$ cat config.mk
export PLATFORM = sky130hd
export DESIGN_NAME = channel_sequencing_timers
export DESIGN_NICKNAME = d
export VERILOG_FILES = /design/src/hw/channel_sequencing_timers.v
export VERILOG_INCLUDE_DIRS = /design/src /design/src/shared
export SDC_FILE = /design/constraint.sdc
export NUM_CORES = 2
export LEC_CHECK = 0
export ABC_CLOCK_PERIOD_IN_PS = 16500
export BUFFER_PORTS_ARGS = -buffer_cell sky130_fd_sc_hd__buf_2
export CORE_UTILIZATION = 29
export DETAILED_ROUTE_END_ITERATION = 7
export SYNTH_ARGS = -nofsm -noshare
export SYNTH_HDL_FRONTEND = slang
export SYNTH_SLANG_ARGS = --single-unit
$ cat constraint.sdc
create_clock -name i_clock -period 16.5 [get_ports i_clock]
set_clock_uncertainty 0.1 [all_clocks]
set_input_delay 2.475 -clock i_clock [delete_from_list [all_inputs] [get_ports i_clock]]
set_output_delay 2.475 -clock i_clock [all_outputs]
set_load 0.02 [all_outputs]
$ cat src/shared/channel_seq_defs.vh
/*
  Constants for the channel sequencing timers: command codes, reset
  words, linear-format field positions and timebase figures.
  Assumes a 100 MHz system clock and a shared timebase whose
  falling edges arrive one per 10 us step.
*/
`ifndef CHANNEL_SEQ_DEFS_VH
`define CHANNEL_SEQ_DEFS_VH

// ==========================================================
// Command codes
// ==========================================================
`define CMD_ON_DELAY      8'h60
`define CMD_RISE_TIME     8'h61
`define CMD_PU_TIMEOUT    8'h62
`define CMD_OFF_DELAY     8'h64
`define CMD_RESTART_HOLD  8'hDC

// ==========================================================
// Reset words
// ==========================================================
`define RST_ON_DELAY      16'hBA00
`define RST_RISE_TIME     16'hD280
`define RST_PU_TIMEOUT    16'hD3C0
`define RST_OFF_DELAY     16'hBA00
`define RST_RESTART_HOLD  16'hFB20

// ==========================================================
// Linear word fields
// ==========================================================
`define L11_EXP_MSB       15
`define L11_EXP_LSB       11
`define L11_MAN_MSB       10
`define L11_MAN_LSB       0

// ==========================================================
// Timebase
// ==========================================================
`define SEQ_CLK_MHZ       100
`define SEQ_STEP_US       10
`define SEQ_HOLD_STEP_US  200
`define SEQ_DEGLITCH_US   10
`define SEQ_STEP_CYC      (`SEQ_CLK_MHZ * `SEQ_STEP_US)
`define SEQ_DEGLITCH_CYC  (`SEQ_CLK_MHZ * `SEQ_DEGLITCH_US)
`define SEQ_HOLD_DIV      (`SEQ_HOLD_STEP_US / `SEQ_STEP_US)
`define SEQ_STEPS_PER_MS  8'd100
`define HOLD_STEPS_PER_MS 8'd5
`define SEQ_TICK_MAX      16'hFFFF

`endif

$ cat src/hw/channel_sequencing_timers.v
/*
  Four-channel power-up / power-down sequencing timers with a
  control-pin restart hold-off and a paged command register port.
  Assumes all inputs are synchronous to i_clock and that the serial
  bus front end presents one decoded command per i_cmd_valid pulse.
*/
// Notes on behaviour
// - Enable output rises after on-delay, counted on shared timebase only.
// - After rise time on shared timebase, soft-connect DAC when mode is 00.
// - Output not at UV limit within timeout after enable raises fault.
// - UV comparison masked in power-up, unmasked once output reaches limit.
// - A zero timeout setting disables the power-up timeout entirely.
// - Off request waits off-delay then soft-off; shared or internal timebase.
// - Sequencing delays clamp at 655 ms, rounded to nearest 10 us step.
// - Reads return the word last written, never the clamped value.
// - Control off 10 us then on: dependents held off restart time.
// - Off periods longer than hold time pass unchanged.
// - A restart hold setting of zero disables the hold-off.
// - Restart hold clamps at 13.1 s, rounded to nearest 200 us.
// - Timer words are 16-bit ms values; on/off delays paged, hold not.
// - Rise time and timeout reset to 10 ms and 15 ms words.
`default_nettype none
`include "channel_seq_defs.vh"

module channel_sequencing_timers (
  // Clock and reset
  input  wire        i_clock,
  input  wire        i_rst,
  // Command port
  input  wire        i_cmd_valid,
  input  wire        i_cmd_write,
  input  wire [7:0]  i_cmd_code,
  input  wire [1:0]  i_cmd_page,
  input  wire [15:0] i_cmd_wdata,
  output wire [15:0] o_cmd_rdata,
  output wire        o_cmd_rvalid,
  output wire        o_cmd_nack,
  // Timebase
  input  wire        i_share_clk,
  input  wire        i_share_clk_ok,
  // Channel control
  input  wire        i_control_pin,
  input  wire [3:0]  i_op_on,
  input  wire [3:0]  i_dependent,
  input  wire [3:0]  i_uv_reached,
  input  wire [7:0]  i_dac_mode,
  // Channel outputs
  output wire [3:0]  o_converter_enable_out,
  output wire [3:0]  o_dac_soft_connect,
  output wire [3:0]  o_uv_unmask,
  output wire [3:0]  o_power_up_timeout_fault
);

  localparam [2:0] ST_OFF      = 3'd0;
  localparam [2:0] ST_WAIT_ON  = 3'd1;
  localparam [2:0] ST_RISE     = 3'd2;
  localparam [2:0] ST_ON       = 3'd3;
  localparam [2:0] ST_WAIT_OFF = 3'd4;

  // ==========================================================
  // Linear word to timer steps
  // ==========================================================
  // linear word decode
  function [15:0] l11_steps;
    input [15:0] w;
    input [7:0]  per_ms;
    reg   [4:0]  e;
    reg   [47:0] p;
    reg   [5:0]  sh;
    begin
      e = w[`L11_EXP_MSB:`L11_EXP_LSB];
      p = {38'h0, w[`L11_MAN_MSB-1:`L11_MAN_LSB]} * {40'h0, per_ms};
      sh = {1'b0, 5'h0 - e};
      if (w[`L11_MAN_MSB]) begin
        p = 48'h0;
      end else if (e[4]) begin
        p = (p + (48'h1 << (sh - 6'h1))) >> sh;
      end else begin
        p = p << e[3:0];
      end
      l11_steps = (|p[47:16]) ? `SEQ_TICK_MAX : p[15:0];
    end
  endfunction

  // ==========================================================
  // Setting registers
  // ==========================================================
  reg [15:0] on_delay_q   [0:3];
  reg [15:0] rise_time_q  [0:3];
  reg [15:0] pu_timeout_q [0:3];
  reg [15:0] off_delay_q  [0:3];
  reg [15:0] restart_hold_q;
  reg [15:0] rdata_q;
  reg        rvalid_q;
  reg        nack_q;
  reg [15:0] rdata_d;
  reg        hit_d;
  integer    k;

  always @* begin
    rdata_d = 16'h0000;
    hit_d = 1'b1;
    case (i_cmd_code)
      `CMD_ON_DELAY:     rdata_d = on_delay_q[i_cmd_page];
      `CMD_RISE_TIME:    rdata_d = rise_time_q[i_cmd_page];
      `CMD_PU_TIMEOUT:   rdata_d = pu_timeout_q[i_cmd_page];
      `CMD_OFF_DELAY:    rdata_d = off_delay_q[i_cmd_page];
      `CMD_RESTART_HOLD: rdata_d = restart_hold_q;
      default:           hit_d = 1'b0;
    endcase
  end

  always @(posedge i_clock) begin
    if (i_rst) begin
      for (k = 0; k < 4; k = k + 1) begin
        on_delay_q[k]   <= `RST_ON_DELAY;
        rise_time_q[k]  <= `RST_RISE_TIME;
        pu_timeout_q[k] <= `RST_PU_TIMEOUT;
        off_delay_q[k]  <= `RST_OFF_DELAY;
      end
      restart_hold_q <= `RST_RESTART_HOLD;
      rdata_q <= 16'h0000;
      rvalid_q <= 1'b0;
      nack_q <= 1'b0;
    end else begin
      rvalid_q <= i_cmd_valid & ~i_cmd_write & hit_d;
      nack_q <= i_cmd_valid & ~hit_d;
      if (i_cmd_valid & ~i_cmd_write & hit_d) begin
        rdata_q <= rdata_d;
      end
      if (i_cmd_valid & i_cmd_write) begin
        case (i_cmd_code)
          `CMD_ON_DELAY:     on_delay_q[i_cmd_page] <= i_cmd_wdata;
          `CMD_RISE_TIME:    rise_time_q[i_cmd_page] <= i_cmd_wdata;
          `CMD_PU_TIMEOUT:   pu_timeout_q[i_cmd_page] <= i_cmd_wdata;
          `CMD_OFF_DELAY:    off_delay_q[i_cmd_page] <= i_cmd_wdata;
          `CMD_RESTART_HOLD: restart_hold_q <= i_cmd_wdata;
          default: ;
        endcase
      end
    end
  end

  // ==========================================================
  // Timebase
  // ==========================================================
  // The shared clock is open-drain and the fastest part owns it, so
  // the falling edge is the common reference for every device.
  reg        share_prev_q;
  reg [9:0]  int_div_q;
  reg [4:0]  hold_div_q;
  reg        int_tick_q;
  wire       share_tick = share_prev_q & ~i_share_clk & i_share_clk_ok;
  wire       hold_tick = share_tick & ({27'h0, hold_div_q} == `SEQ_HOLD_DIV - 1);
  wire       off_tick = i_share_clk_ok ? share_tick : int_tick_q;
  wire       int_wrap = ({22'h0, int_div_q} == `SEQ_STEP_CYC - 1);

  always @(posedge i_clock) begin
    if (i_rst) begin
      share_prev_q <= 1'b1;
      int_div_q <= 10'h000;
      hold_div_q <= 5'h00;
      int_tick_q <= 1'b0;
    end else begin
      share_prev_q <= i_share_clk;
      int_tick_q <= int_wrap;
      int_div_q <= int_wrap ? 10'h000 : int_div_q + 10'h001;
      hold_div_q <= hold_tick ? 5'h00 : hold_div_q + {4'h0, share_tick};
    end
  end

  // ==========================================================
  // Control pin restart hold-off
  // ==========================================================
  reg        ctrl_virt_q;
  reg [9:0]  glitch_cnt_q;
  reg [15:0] hold_cnt_q;
  wire [15:0] hold_steps = l11_steps(restart_hold_q, `HOLD_STEPS_PER_MS);
  wire        hold_off_en = |restart_hold_q;

  always @(posedge i_clock) begin
    if (i_rst) begin
      ctrl_virt_q <= 1'b0;
      glitch_cnt_q <= 10'h000;
      hold_cnt_q <= `SEQ_TICK_MAX;
    end else if (!hold_off_en) begin
      ctrl_virt_q <= i_control_pin;
      glitch_cnt_q <= 10'h000;
      hold_cnt_q <= `SEQ_TICK_MAX;
    end else begin
      if (i_control_pin) begin
        glitch_cnt_q <= 10'h000;
      end else if ({22'h0, glitch_cnt_q} != `SEQ_DEGLITCH_CYC - 1) begin
        glitch_cnt_q <= glitch_cnt_q + 10'h001;
      end
      if (ctrl_virt_q) begin
        if (!i_control_pin && ({22'h0, glitch_cnt_q} == `SEQ_DEGLITCH_CYC - 1)) begin
          ctrl_virt_q <= 1'b0;
          hold_cnt_q <= 16'h0000;
        end
      end else begin
        if (i_control_pin && hold_cnt_q >= hold_steps) begin
          ctrl_virt_q <= 1'b1;
        end else if (hold_tick && hold_cnt_q != `SEQ_TICK_MAX) begin
          hold_cnt_q <= hold_cnt_q + 16'h0001;
        end
      end
    end
  end

  // ==========================================================
  // Channel sequencers
  // ==========================================================
  reg [2:0]  st_q      [0:3];
  reg [15:0] seq_cnt_q [0:3];
  reg [15:0] tmo_cnt_q [0:3];
  reg [3:0]  en_q;
  reg [3:0]  dac_q;
  reg [3:0]  unmask_q;
  reg [3:0]  fault_q;
  wire [3:0] chan_req = i_op_on & (~i_dependent | {4{ctrl_virt_q}});
  integer    i;

  always @(posedge i_clock) begin
    if (i_rst) begin
      for (i = 0; i < 4; i = i + 1) begin
        st_q[i] <= ST_OFF;
        seq_cnt_q[i] <= 16'h0000;
        tmo_cnt_q[i] <= 16'h0000;
      end
      en_q <= 4'h0;
      dac_q <= 4'h0;
      unmask_q <= 4'h0;
      fault_q <= 4'h0;
    end else begin
      for (i = 0; i < 4; i = i + 1) begin
        if (en_q[i] && !unmask_q[i] && !fault_q[i]) begin
          if (i_uv_reached[i]) begin
            unmask_q[i] <= 1'b1;
          end else if (|pu_timeout_q[i][`L11_MAN_MSB:`L11_MAN_LSB] &&
                       tmo_cnt_q[i] >= l11_steps(pu_timeout_q[i], `SEQ_STEPS_PER_MS)) begin
            fault_q[i] <= 1'b1;
          end else if (share_tick && tmo_cnt_q[i] != `SEQ_TICK_MAX) begin
            tmo_cnt_q[i] <= tmo_cnt_q[i] + 16'h0001;
          end
        end
        case (st_q[i])
          ST_OFF: begin
            if (chan_req[i]) begin
              st_q[i] <= ST_WAIT_ON;
              seq_cnt_q[i] <= 16'h0000;
            end
          end
          ST_WAIT_ON: begin
            if (!chan_req[i]) begin
              st_q[i] <= ST_OFF;
            end else if (seq_cnt_q[i] >= l11_steps(on_delay_q[i], `SEQ_STEPS_PER_MS)) begin
              st_q[i] <= ST_RISE;
              en_q[i] <= 1'b1;
              fault_q[i] <= 1'b0;
              seq_cnt_q[i] <= 16'h0000;
              tmo_cnt_q[i] <= 16'h0000;
            end else if (share_tick) begin
              seq_cnt_q[i] <= seq_cnt_q[i] + 16'h0001;
            end
          end
          ST_RISE: begin
            if (!chan_req[i]) begin
              st_q[i] <= ST_WAIT_OFF;
              seq_cnt_q[i] <= 16'h0000;
            end else if (seq_cnt_q[i] >= l11_steps(rise_time_q[i], `SEQ_STEPS_PER_MS)) begin
              st_q[i] <= ST_ON;
              dac_q[i] <= (i_dac_mode[2*i+1] == 1'b0) && (i_dac_mode[2*i] == 1'b0);
            end else if (share_tick) begin
              seq_cnt_q[i] <= seq_cnt_q[i] + 16'h0001;
            end
          end
          ST_ON: begin
            if (!chan_req[i]) begin
              st_q[i] <= ST_WAIT_OFF;
              seq_cnt_q[i] <= 16'h0000;
            end
          end
          ST_WAIT_OFF: begin
            // A new on request here is held until the channel is fully off,
            // so the on-delay always starts from a discharged output.
            if (seq_cnt_q[i] >= l11_steps(off_delay_q[i], `SEQ_STEPS_PER_MS)) begin
              st_q[i] <= ST_OFF;
              en_q[i] <= 1'b0;
              dac_q[i] <= 1'b0;
              unmask_q[i] <= 1'b0;
            end else if (off_tick) begin
              seq_cnt_q[i] <= seq_cnt_q[i] + 16'h0001;
            end
          end
          default: begin
            st_q[i] <= ST_OFF;
            en_q[i] <= 1'b0;
            dac_q[i] <= 1'b0;
            unmask_q[i] <= 1'b0;
          end
        endcase
      end
    end
  end

  // ==========================================================
  // Outputs
  // ==========================================================
  assign o_cmd_rdata = rdata_q;
  assign o_cmd_rvalid = rvalid_q;
  assign o_cmd_nack = nack_q;
  assign o_converter_enable_out = en_q;
  assign o_dac_soft_connect = dac_q;
  assign o_uv_unmask = unmask_q;
  assign o_power_up_timeout_fault = fault_q;

endmodule
`default_nettype wire

==> results.ini <==
[run_status]
status = complete, no violations

[critical_path]
cp_top_family = compound AO/OA/AOI/OAI gates
critPathRequiredTime_ns = 16.73
ff2ff_path_depth = 35
crit_fanout = 39
cp.arrival_ns = 12.08
cpPeakStageDelay_ns = 0.96
crit_start = on_delay_q[2][12]
timing.rr.start = on_delay_q[2][12]
crit_path_frequent_cell = a21o_1
start_kind = flop
worstSetupPathType = reg2reg
worst-path-buf-inv = 2
reg2reg_slack_ns = 4.65
cp-end-kind = flop
reg2reg_to = tmo_cnt_q[2][3]
cp_slowest_cell = o21ai_0

[clock_network]
cts_buffer_depth = 3
clock-root-buffer = clkbuf_16
clk_pin_slew_worst_paths_ns = 0.06
htree_levels = 2
ctsResizeCount = 0
hold_buffers = 0
cts_sinks = 490
cts_buffers = 56
clock_latency_ns = 0.74
tritoncts = built
post_cts_buffers = 0

[timing]
rsz0062_at_grt = false
slew_headroom = 0.174
tightest_slew_ns = 1.23
fin_ws_ns = 4.65
fmax_ghz = 0.0844
period_needed_ns = 11.85
setup_viol = 0
hold_ws_ns = 0.342
setup-tns-final_ns = 0
drv_slew = 0
hold_viol = 0
timing.final.crit_share = 0.718

[cells_and_area]
regArea_um2 = 13800
stdcell_area_um2 = 108000
drive_above_1_share = 0.0717
fin_cells = 17658
nNetsFinal = 14382
areaGrowthSynthToFinish_pct = 6.85
n_fill_cell = 37192
utilization = 0.312
multi_input_area_um2 = 82100

[placed_design]
pre_cts_slack_ns = 4.78
dp.cells = 17535
hpwlAfterDp_mm = 285
gp_congestion = 0.979
place_area_um2 = 106000
port_buffers = 86

[floorplan]
die_area_um2 = 352000
num_rows = 216
io_pins = 87
fp.coreArea_um2 = 347000
start_util = 0.292
die_y_um = 594
die_w_um = 594

[yosys]
synthMuxAreaShare = 0.0938
synthArstFlopShare = 0
synth-edff-count = 396
ys_seq_area_frac = 0.136
ys_seq_elements = 490
synth_top_family_by_area = compound AO/OA/AOI/OAI gates
netlist_instances = 13455
synth_ff_type = edfxtp_1
synth_compound_area_frac = 0.269
syn-mean-instance-area_um2 = 7.55
syn_nets = 14822
synth_common_cells = nor2_1, ha_1, nand2_1
yosysTopAreaCell = ha_1
yosys.area.top_type_share = 0.150
synth_fa_ha_area_frac = 0.169
synth_area_leaders = ha_1, edfxtp_1, a21oi_1
synth_xor_area_frac = 0.0578
yosys.area_share.simple = 0.218
netlist_area_um2 = 102000
yosys_warnings = 0
synth.distinct_cells = 118
yosysMostFrequentCell = nor2_1

[routing]
vias = 103038
drt_pass1_iterations = 8
drt-initial-drc-count = 11447
postRouteAntennaNets = 0
vias_per_cell = 5.84
route.detailed.drc = 0
wl_per_cell_um = 20.9
wl_mm = 369

[global_routing]
grt_use_total = 0.198
antenna_found_initial = 40
grt_pass1_vias = 93742
overflow = 0
grt_pass1_wl_mm = 564
grt_max_degree = 66

[power]
power_mw = 9.06
powerDensity_nw_per_um2 = 83.5
leakagePower_nw = 45.3
peakVddDrop_mv = 0.0932

[hold_path]
min_path_type = reg2reg
holdPathEnd = int_div_q[0]
worstHoldStart = int_div_q[0]
whs_path_depth = 1

[flow_run]
cap_violations = 0

## placed cells by master (no fill, tap or decap), types with 50 or more instances in the layout
cell | Yosys | final
nor2_1 | 1257 | 1257
ha_1 | 1216 | 1216
nand2_1 | 1088 | 1088
a21oi_1 | 1020 | 1019
o21ai_0 | 843 | 830
inv_1 | 653 | 652
mux2i_1 | 510 | 510
edfxtp_1 | 396 | 396
and2_1 | 393 | 393
xnor2_1 | 386 | 378
nor3_1 | 375 | 374
nand3_1 | 349 | 349
a21o_1 | 349 | 349
xor2_1 | 277 | 273
buf_4 | 4 | 241
a31oi_1 | 225 | 225
a211oi_1 | 223 | 223
and3_1 | 188 | 188
nand2b_1 | 172 | 172
o21a_1 | 154 | 154
mux2_2 | 154 | 154
o211ai_1 | 151 | 151
or3_1 | 132 | 132
nand4_1 | 119 | 119
mux4_2 | 119 | 119
nor2b_1 | 109 | 109
o22ai_1 | 99 | 99
fa_1 | 98 | 98
o31ai_1 | 96 | 96
dfxtp_1 | 94 | 94
nor4_1 | 93 | 91
or2_2 | 90 | 90
buf_2 | 26 | 83
o21bai_1 | 67 | 67
a22oi_1 | 60 | 60
clkbuf_16 | 0 | 58
a2111oi_0 | 57 | 57
a211o_1 | 54 | 54
a32oi_1 | 52 | 52
a221oi_1 | 50 | 50
## power breakdown
| part | internal (mW) | total, mW | switching (mW) | leakage, nW |
|---|---|---|---|---|
| logic | 2.29 | 6.02 | 3.73 | 39.7 |
| registers | 1.44 | 1.65 | 0.210 | 4.72 |
| clock network | 0.771 | 1.40 | 0.624 | 0.954 |
| total | 4.50 | 9.06 | 4.56 | 45.3 |
## per-layer routing
metal | global-route usage | up-vias | wire length [µm]
li1 | - | 49168 | -
met1 | 0.271 | 48843 | 161000
met2 | 0.311 | 4304 | 161000
met3 | 0.0244 | 711 | 28200
met4 | 0.0900 | 12 | 18600
met5 | 0 | - | 68
## registers in the layout (all words and copies together), names as in the netlist, 4 cells and up
register	count
off_delay_q	64
on_delay_q	64
pu_timeout_q	64
rise_time_q	64
seq_cnt_q	64
tmo_cnt_q	64
hold_cnt_q	16
o_cmd_rdata	16
restart_hold_q	16
st_q	12
glitch_cnt_q	10
int_div_q	10
hold_div_q	5
o_converter_enable_out	4
o_dac_soft_connect	4
o_power_up_timeout_fault	4
o_uv_unmask	4
## cell type report
cell class                 count  share of cell area
tap                         4578              0.0528
sequential                   490               0.127
clock inverter                33             0.00384
inverter                     689              0.0238
timing repair buffer         325              0.0207
antenna                       17            0.000392
clock buffer                  73              0.0143
multi-input combinational  11453               0.757
## cells by family (layout without fill, tap and decap cells)
kind of cell / after synthesis / after routing
compound gates: 4128 / 4128
simple gates: 4562 / 4562
buf+inv: 1512 / 1120
other cells: 0 / 17
mux: 783 / 783
flops: 490 / 490
fa+ha+maj: 1314 / 1314
xor+xnor: 666 / 666
## worst max-delay path by stage
stage,end,slack (ns),cells after the start
2_1_floorplan,seq_cnt_q[3][0],6.14,43
5_1_grt,tmo_cnt_q[2][0],3.76,35
4_1_cts,tmo_cnt_q[2][8],4.70,35
3_3_place_gp,tmo_cnt_q[2][2],4.94,35
3_5_place_dp,tmo_cnt_q[2][2],4.78,35
6_report,tmo_cnt_q[2][3],4.65,35
Note: power is estimated with default switching activity, not from simulation.
